===== src/include/map_cfg_pkg.sv =====
package map_cfg_pkg;
  localparam int ADDR_W = 16;
  localparam int LADDR_W = 32;
  localparam int SLOT_COUNT = 16;
  localparam int N_UNITS = 8;
  localparam int UNIT_W = 4;
  localparam int UNIT_IDX_W = 3;
  localparam int CFG_BYTES = 11;
  localparam int CFG_W = 8 * CFG_BYTES;
  localparam logic [7:0] MAP_PAGE = 8'h06;
  localparam logic [15:0] MAP_BASE = 16'h0600;
  localparam logic [15:0] MAP_LAST = 16'h06FF;
  localparam logic [3:0] OFS_LSTART = 4'h0;
  localparam logic [3:0] OFS_LEN = 4'h4;
  localparam logic [3:0] OFS_LBIT = 4'h6;
  localparam logic [3:0] OFS_SBIT = 4'h7;
  localparam logic [3:0] OFS_PSTART = 4'h8;
  localparam logic [3:0] OFS_PBIT = 4'hA;
  localparam logic [3:0] OFS_TYPE = 4'hB;
  localparam logic [3:0] OFS_ACT = 4'hC;
  localparam int POS_LSTART = 0;
  localparam int POS_LEN = 32;
  localparam int POS_LBIT = 48;
  localparam int POS_SBIT = 56;
  localparam int POS_PSTART = 64;
  localparam int POS_PBIT = 80;
  localparam int TYPE_RD_BIT = 0;
  localparam int TYPE_WR_BIT = 1;
  localparam logic [1:0] TYPE_RESET = 2'h0;
  localparam logic ACT_RESET = 1'b0;
  localparam logic [7:0] BIT_FIELD_MASK = 8'h07;
  localparam logic [7:0] TYPE_FIELD_MASK = 8'h03;
  localparam logic [7:0] ACT_FIELD_MASK = 8'h01;
  typedef enum logic [2:0] {
    SCAN_IDLE = 3'b001,
    SCAN_FETCH = 3'b010,
    SCAN_CHECK = 3'b100
  } scan_state_type;
endpackage


===== src/logic/map_cfg_mem.sv =====
`timescale 1ns/1ps
`default_nettype none
module map_cfg_mem (
  input wire logic ref_clk_i,
  input wire logic we_i,
  input wire logic [map_cfg_pkg::UNIT_IDX_W-1:0] w_unit_i,
  input wire logic [3:0] w_byte_i,
  input wire logic [7:0] w_data_i,
  input wire logic [map_cfg_pkg::UNIT_IDX_W-1:0] a_unit_i,
  output logic [map_cfg_pkg::CFG_W-1:0] a_word_o,
  input wire logic [map_cfg_pkg::UNIT_IDX_W-1:0] b_unit_i,
  output logic [map_cfg_pkg::CFG_W-1:0] b_word_o
);
  import map_cfg_pkg::*;

  logic [CFG_W-1:0] mem [0:N_UNITS-1];

  always_ff @(posedge ref_clk_i) begin
    if (we_i && (w_byte_i < 4'(CFG_BYTES))) begin
      mem[w_unit_i][8*w_byte_i +: 8] <= w_data_i;
    end
  end

  always_ff @(posedge ref_clk_i) begin
    a_word_o <= mem[a_unit_i];
  end

  always_ff @(posedge ref_clk_i) begin
    b_word_o <= mem[b_unit_i];
  end
endmodule
`default_nettype wire


===== src/logic/logical_mapping_unit_set.sv =====
`timescale 1ns/1ps
`default_nettype none
// Operation
// Sixteen 16-byte unit slots at 0x0600-0x06FF
// Only N_UNITS slots implemented, rest read zero
// 32-bit logical start address at +0..3
// 16-bit byte length at +4..5
// Logical first bit at +6, LSB is 0
// Logical last bit at +7
// Physical start address at +8..9 maps start
// Physical first bit at +0xA receives start bit
// Type bits enable read and write mapping
// Only active units check and map accesses
// Fieldbus writes config, host port reads only
// Covered bits redirected to physical address/bit
module logical_mapping_unit_set (
  input wire logic ref_clk_i,
  input wire logic srst_i,
  input wire logic fb_req_i,
  input wire logic fb_we_i,
  input wire logic [map_cfg_pkg::ADDR_W-1:0] fb_addr_i,
  input wire logic [7:0] fb_wdata_i,
  output logic fb_ack_o,
  output logic [7:0] fb_rdata_o,
  input wire logic hp_req_i,
  input wire logic hp_we_i,
  input wire logic [map_cfg_pkg::ADDR_W-1:0] hp_addr_i,
  input wire logic [7:0] hp_wdata_i,
  output logic hp_ack_o,
  output logic [7:0] hp_rdata_o,
  input wire logic map_req_i,
  input wire logic map_write_i,
  input wire logic [map_cfg_pkg::LADDR_W-1:0] map_laddr_i,
  output logic map_busy_o,
  output logic map_done_o,
  output logic map_hit_o,
  output logic [map_cfg_pkg::UNIT_W-1:0] map_unit_o,
  output logic [15:0] map_paddr_o,
  output logic [2:0] map_pbit_o,
  output logic [7:0] map_mask_o
);
  import map_cfg_pkg::*;

  // Address lies in an implemented unit slot
  function automatic logic unit_addr_ok(input logic [ADDR_W-1:0] a);
    unit_addr_ok = (a[15:8] == MAP_PAGE) && (a[7:4] < 4'(N_UNITS));
  endfunction

  // Reserved bits of the narrow fields always store zero
  function automatic logic [7:0] field_mask(input logic [3:0] ofs);
    unique case (ofs)
      OFS_LBIT, OFS_SBIT, OFS_PBIT: field_mask = BIT_FIELD_MASK;
      OFS_TYPE: field_mask = TYPE_FIELD_MASK;
      OFS_ACT: field_mask = ACT_FIELD_MASK;
      default: field_mask = 8'hFF;
    endcase
  endfunction

  logic fb_busy_reg;
  logic hp_busy_reg;
  logic fb_take;
  logic hp_take;
  logic [ADDR_W-1:0] acc_addr;
  logic acc_is_fb_reg;
  logic acc_valid_reg;
  logic acc_ok_reg;
  logic [3:0] acc_byte_reg;
  logic [UNIT_IDX_W-1:0] acc_unit_reg;
  logic [7:0] rd_byte;
  logic cfg_we;
  logic [CFG_W-1:0] a_word;
  logic [CFG_W-1:0] b_word;
  logic [1:0] type_reg [0:N_UNITS-1];
  logic act_reg [0:N_UNITS-1];
  scan_state_type state_reg;
  logic [UNIT_IDX_W-1:0] scan_unit_reg;

  assign fb_take = fb_req_i && !fb_busy_reg;
  assign hp_take = hp_req_i && !hp_busy_reg && !fb_take;
  assign acc_addr = fb_take ? fb_addr_i : hp_addr_i;
  // Host writes never reach the configuration
  assign cfg_we = fb_take && fb_we_i && unit_addr_ok(fb_addr_i);

  always_ff @(posedge ref_clk_i) begin
    if (srst_i) begin
      fb_busy_reg <= 1'b0;
    end else if (fb_take) begin
      fb_busy_reg <= 1'b1;
    end else if (fb_ack_o) begin
      fb_busy_reg <= 1'b0;
    end
  end

  always_ff @(posedge ref_clk_i) begin
    if (srst_i) begin
      hp_busy_reg <= 1'b0;
    end else if (hp_take) begin
      hp_busy_reg <= 1'b1;
    end else if (hp_ack_o) begin
      hp_busy_reg <= 1'b0;
    end
  end

  always_ff @(posedge ref_clk_i) begin
    if (srst_i) begin
      acc_valid_reg <= 1'b0;
      acc_is_fb_reg <= 1'b0;
      acc_ok_reg <= 1'b0;
      acc_byte_reg <= 4'h0;
      acc_unit_reg <= '0;
    end else begin
      acc_valid_reg <= fb_take || hp_take;
      acc_is_fb_reg <= fb_take;
      acc_ok_reg <= unit_addr_ok(acc_addr);
      acc_byte_reg <= acc_addr[3:0];
      acc_unit_reg <= acc_addr[UNIT_IDX_W+3:4];
    end
  end

  // Type and activate are control state and reset to disabled
  always_ff @(posedge ref_clk_i) begin
    if (srst_i) begin
      for (int u = 0; u < N_UNITS; u++) begin
        type_reg[u] <= TYPE_RESET;
        act_reg[u] <= ACT_RESET;
      end
    end else if (cfg_we) begin
      if (fb_addr_i[3:0] == OFS_TYPE) begin
        type_reg[fb_addr_i[UNIT_IDX_W+3:4]] <= fb_wdata_i[1:0];
      end
      if (fb_addr_i[3:0] == OFS_ACT) begin
        act_reg[fb_addr_i[UNIT_IDX_W+3:4]] <= fb_wdata_i[0];
      end
    end
  end

  map_cfg_mem u_mem (
    .ref_clk_i(ref_clk_i),
    .we_i(cfg_we),
    .w_unit_i(fb_addr_i[UNIT_IDX_W+3:4]),
    .w_byte_i(fb_addr_i[3:0]),
    .w_data_i(fb_wdata_i & field_mask(fb_addr_i[3:0])),
    .a_unit_i(acc_addr[UNIT_IDX_W+3:4]),
    .a_word_o(a_word),
    .b_unit_i(scan_unit_reg),
    .b_word_o(b_word)
  );

  // Byte view of one slot; unimplemented and reserved bytes read zero
  always_comb begin
    rd_byte = 8'h00;
    if (acc_ok_reg) begin
      if (acc_byte_reg < 4'(CFG_BYTES)) begin
        rd_byte = a_word[8*acc_byte_reg +: 8];
      end else if (acc_byte_reg == OFS_TYPE) begin
        rd_byte = {6'h00, type_reg[acc_unit_reg]};
      end else if (acc_byte_reg == OFS_ACT) begin
        rd_byte = {7'h00, act_reg[acc_unit_reg]};
      end
    end
  end

  always_ff @(posedge ref_clk_i) begin
    if (srst_i) begin
      fb_ack_o <= 1'b0;
      hp_ack_o <= 1'b0;
      fb_rdata_o <= 8'h00;
      hp_rdata_o <= 8'h00;
    end else begin
      fb_ack_o <= acc_valid_reg && acc_is_fb_reg;
      hp_ack_o <= acc_valid_reg && !acc_is_fb_reg;
      if (acc_valid_reg && acc_is_fb_reg) begin
        fb_rdata_o <= rd_byte;
      end
      if (acc_valid_reg && !acc_is_fb_reg) begin
        hp_rdata_o <= rd_byte;
      end
    end
  end

  // Lookup of one logical byte, one unit every two cycles
  logic [LADDR_W-1:0] laddr_reg;
  logic write_reg;
  logic [LADDR_W-1:0] lstart;
  logic [15:0] blen;
  logic [2:0] lbit;
  logic [2:0] sbit;
  logic [15:0] pstart;
  logic [2:0] pbit;
  logic [LADDR_W:0] diff;
  logic dir_en;
  logic in_win;
  logic [2:0] lo_bit;
  logic [2:0] hi_bit;
  logic [7:0] cov_mask;
  logic [19:0] phys_bits;
  logic hit;

  assign lstart = b_word[POS_LSTART +: 32];
  assign blen = b_word[POS_LEN +: 16];
  assign lbit = b_word[POS_LBIT +: 3];
  assign sbit = b_word[POS_SBIT +: 3];
  assign pstart = b_word[POS_PSTART +: 16];
  assign pbit = b_word[POS_PBIT +: 3];

  always_comb begin
    diff = {1'b0, laddr_reg} - {1'b0, lstart};
    dir_en = write_reg ? type_reg[scan_unit_reg][TYPE_WR_BIT]
                       : type_reg[scan_unit_reg][TYPE_RD_BIT];
    in_win = !diff[LADDR_W] && (diff[LADDR_W-1:0] < {16'h0000, blen});
    lo_bit = (diff[LADDR_W-1:0] == '0) ? lbit : 3'h0;
    hi_bit = (diff[LADDR_W-1:0] == {16'h0000, blen - 16'h0001}) ? sbit : 3'h7;
    for (int i = 0; i < 8; i++) begin
      cov_mask[i] = (3'(i) >= lo_bit) && (3'(i) <= hi_bit);
    end
    hit = act_reg[scan_unit_reg] && dir_en && in_win && (cov_mask != 8'h00);
    // Bit distance from the window start, moved onto the physical start bit
    phys_bits = {1'b0, diff[15:0], 3'h0} + {17'h00000, lo_bit}
              - {17'h00000, lbit} + {17'h00000, pbit};
  end

  always_ff @(posedge ref_clk_i) begin
    if (srst_i) begin
      state_reg <= SCAN_IDLE;
      scan_unit_reg <= '0;
      laddr_reg <= '0;
      write_reg <= 1'b0;
    end else begin
      unique case (state_reg)
        SCAN_IDLE: begin
          if (map_req_i) begin
            state_reg <= SCAN_FETCH;
            scan_unit_reg <= '0;
            laddr_reg <= map_laddr_i;
            write_reg <= map_write_i;
          end
        end
        SCAN_FETCH: begin
          state_reg <= SCAN_CHECK;
        end
        SCAN_CHECK: begin
          if (hit || (scan_unit_reg == UNIT_IDX_W'(N_UNITS - 1))) begin
            state_reg <= SCAN_IDLE;
          end else begin
            state_reg <= SCAN_FETCH;
            scan_unit_reg <= scan_unit_reg + 1'b1;
          end
        end
      endcase
    end
  end

  always_ff @(posedge ref_clk_i) begin
    if (srst_i) begin
      map_done_o <= 1'b0;
      map_hit_o <= 1'b0;
      map_unit_o <= '0;
      map_paddr_o <= 16'h0000;
      map_pbit_o <= 3'h0;
      map_mask_o <= 8'h00;
    end else begin
      map_done_o <= (state_reg == SCAN_CHECK)
                    && (hit || (scan_unit_reg == UNIT_IDX_W'(N_UNITS - 1)));
      if (state_reg == SCAN_CHECK && hit) begin
        map_hit_o <= 1'b1;
        map_unit_o <= UNIT_W'(scan_unit_reg);
        map_paddr_o <= pstart + phys_bits[18:3];
        map_pbit_o <= phys_bits[2:0];
        map_mask_o <= cov_mask;
      end else if (state_reg == SCAN_IDLE && map_req_i) begin
        map_hit_o <= 1'b0;
        map_mask_o <= 8'h00;
      end
    end
  end

  assign map_busy_o = (state_reg != SCAN_IDLE);
endmodule
`default_nettype wire


===== config.mk =====
export PLATFORM = sky130hd
export DESIGN_NAME = logical_mapping_unit_set
export DESIGN_NICKNAME = d
export VERILOG_FILES = /design/src/include/map_cfg_pkg.sv /design/src/logic/map_cfg_mem.sv /design/src/logic/logical_mapping_unit_set.sv
export SDC_FILE = /design/constraint.sdc
export NUM_CORES = 1
export LEC_CHECK = 0
export BUFFER_PORTS_ARGS = -buffer_cell sky130_fd_sc_hd__buf_2
export CORE_MARGIN = 2
export CORE_UTILIZATION = 43
export CTS_BUF_LIST = sky130_fd_sc_hd__clkbuf_4 sky130_fd_sc_hd__clkbuf_8
export DETAILED_ROUTE_END_ITERATION = 7
export GPL_TIMING_DRIVEN = 1
export PLACE_DENSITY_LB_ADDON = 0.2
export SKIP_LAST_GASP = 1
export SYNTH_ARGS = -nofsm -noshare
export SYNTH_HDL_FRONTEND = slang
export SYNTH_SLANG_ARGS = --single-unit

===== constraint.sdc =====
create_clock -name ref_clk_i -period 20.1 [get_ports ref_clk_i]
set_input_delay 1.005 -clock ref_clk_i [delete_from_list [all_inputs] [get_ports ref_clk_i]]
set_output_delay 1.005 -clock ref_clk_i [all_outputs]
set_load 0.05 [all_outputs]

==> results.md <==
* TNS Setup at 0 ps
* Mapped Cells at 3,124
* HP Class: in2reg
* Core Rows at 120
* Worst path slowest cell: a2111oi_2
* Post-synth cell types at 89
* # resized after CTS at 0
* Filler Cells Inserted at 9,106
* Die Width at roughly 330 um
* Max capacitance violation total at 0
* Initial Utilization at 0.4321
* Syn-to-layout area delta at 12.23%
* CP most frequent cell: ha_1
* Final Hold Fails at 0
* Total power draw at 4.651 mW
* Most common cell after layout, fill and taps aside: edfxtp_1
* Crit path capture: map_paddr_o[15]
* CP required at 20,840 ps
* Slowest cell delay on critical path at ~500 ps
* Number of antenna violations at the first check in global routing at 11
* GPL Wtd Cong at 0.9065
* Placed cell count at 4,513
* FMAX at 0.1151 GHz
* Commonest non-fill, non-tap cells in the layout: edfxtp_1, mux4_2, nor2_1
* Total wire length at 129,100 um
* Pwr dens at between 80 and 90 nW/um^2
* Relative slew slack at 0.2198
* Clock Latency Late Sink at 860 ps
* Max reg flops at 704
* GRT Util Overall at 0.2332
* Final ANT Viol Nets at 0
* Layout cell share with drive strength beyond 1 at 0.2940
* Syn avg cell area at 14.75 sq um
* Largest cells by area after synthesis: edfxtp_1, mux4_2, dfxtp_1, mux2_2, ha_1
* Core area at 106,600 sq um
* Finished Cell Area at slightly above 50,000 sq um
* Worst r2r src: laddr_reg[0]
* Ys async rst share at 0
* First-pass iteration count of the detailed router at 6
* Status: finished clean
* Non-filler cells, final at 4,822
* Yosys top cell area share at 0.4746
* Post-CTS setup buffers at 0
* IO buf count at 129
* Worst-path fanout max at 34
* Reg clk slew, reported paths at ~60 ps
* Crit end category: flop
* WP depth at 37
* Crit path max-delay family: compound AO/OA/AOI/OAI gates
* Seq/Total Area, Yosys at 0.5897
* RSZ-0062 raised after global routing: false
* CP Launch Point: laddr_reg[0]
* Most used DFF post-synth: edfxtp_1
* GRT overflow at 0
* Slew @ Worst Pin at ~1200 ps
* Startpoint types: flop
* Drc violations at 0
* Cts hold-fix bufs at 0
* DR iter-0 viols at between 2,000 and 3,000
* Die Ht at 331.3 um
* Slew Limit Fails at 0
* Longest Clk Path Bufs at 3
* Area of the die at roughly 110,000 sq um
* Vias in the first global route at 28,620
* Minimum clock period at 8685 ps
* Reg2reg end: map_paddr_o[15]
* Ports at 140
* DR vias at 28,570
* First-pass GRT wire length at 188,500 um
* Critical setup path kind: reg2reg
* Via density at around 5.9
* Synthesized net count at around 3,300
* Post-DP Area at 48,130 sq um
* Reg2reg path depth at 37
* Largest net degree at the start of global routing at 115
* CP Data Arrival Time at 9420 ps
* VDD IR max at 0.00005873 V
* Synthesized area at 46,070 sq um
* Fin nets at 3,467
* H-tree depth at 4
* Period utilisation layout at 0.4321
* DR WL/cell at about 27 um
* Post-synth EDFFs at between 700 and 800
* Num Clock Sinks at 993
* Clock Skews at 44.94 ps
* Yosys warns at 0
* Reg2reg setup slack at 11,410 ps
* Seq cells post-synth at 993
* Largest regs: u_mem.mem x704, u_mem.a_word_o x88, u_mem.b_word_o x73
* Dpl hpwl at approximately 86,000 um
* CP bufs+invs at 3
* Biggest register: u_mem.mem
* Setup violators final at 0
* CTS root buf: clkbuf_8
* TritonCTS buffer count at roughly 160
* Leak Pwr at 19.49 nW
* TritonCTS clock tree: yes
* Yosys top cell by area: edfxtp_1
power by group:
group / switching [mW] / total [mW] / internal [mW]
logic: 0.333 / 0.557 / 0.224
clock network: 0.837 / 1.89 / 1.05
registers: 0.0108 / 2.20 / 2.19
worst min-delay path by stage:
stage	start	to	slack, ps	cells after the start
after floorplan	laddr_reg[0]	laddr_reg[0]	440	2
after global placement	map_hit_o	map_hit_o	440	2
after detailed placement	laddr_reg[27]	laddr_reg[27]	450	2
after CTS	map_write_i	write_reg	330	3
after global routing	map_write_i	write_reg	370	3
final	map_write_i	write_reg	410	3
layer usage:
metal	GRT usage	wire length, um
met5	0	37
met4	0.07743	3944
met3	0.05390	9824
met2	0.3734	61160
met1	0.3151	54180
synthesized netlist by cell type, types with 43 or more instances:
cell and count:
inv_1 119, mux4_2 349, mux2_2 163, o21ai_0 68, xnor2_1 46, ha_1 100, clkbuf_1 137, nand3_1 43
dfxtp_1 265, nand2_1 189, nor2_1 303, a21oi_1 140, edfxtp_1 728
stage by stage:
stage	setup WS [ps]	utilization	hold slack [ps]
after floorplan	12700	-	436.3
after global placement	11490	0.4515	444.0
after detailed placement	11530	0.4515	454.7
after CTS	11470	0.4849	332.5
after global routing	10720	0.4849	366.1
final	11410	0.4850	409.6
cell families (layout without fill, tap and decap cells):
kind of cell / after synthesis / count (layout) / synth area share
multiplexers: 531 / 531 / 0.2147
buffers and inverters: 303 / 594 / 0.02545
adder cells (fa/ha/maj): 103 / 103 / 0.02846
AO/OA/AOI/OAI: 385 / 385 / 0.05386
other: 1 / 5 / 0.00008140
XOR/XNOR: 72 / 72 / 0.01475
AND/OR/NAND/NOR: 736 / 736 / 0.07303
flip-flops: 993 / 993 / 0.5897
worst reg2reg max path, delay by kind of cell (launching register included):
family                     cells  cell delay, ps
buffers and inverters          3             500
adders and majority gates      5            1260
AOI/OAI and AO/OA             20            5050
and+or+nand+nor                7            1080
DFF                            1             340
xor gates and xnor gates       2             320
area by class of cell:
class | count | area, sq um | area share
sequential | 993 | 27180 | 0.5257
multi-input combinational | 1828 | 17770 | 0.3437
clock buffer | 246 | 3023 | 0.05847
tap | 1403 | 1755 | 0.03395
timing repair buffer | 170 | 980.9 | 0.01897
clock inverter | 59 | 535.5 | 0.01036
inverter | 119 | 446.7 | 0.008640
antenna | 4 | 10.01 | 0.0001936
Note: power is estimated with default switching activity, not from simulation.
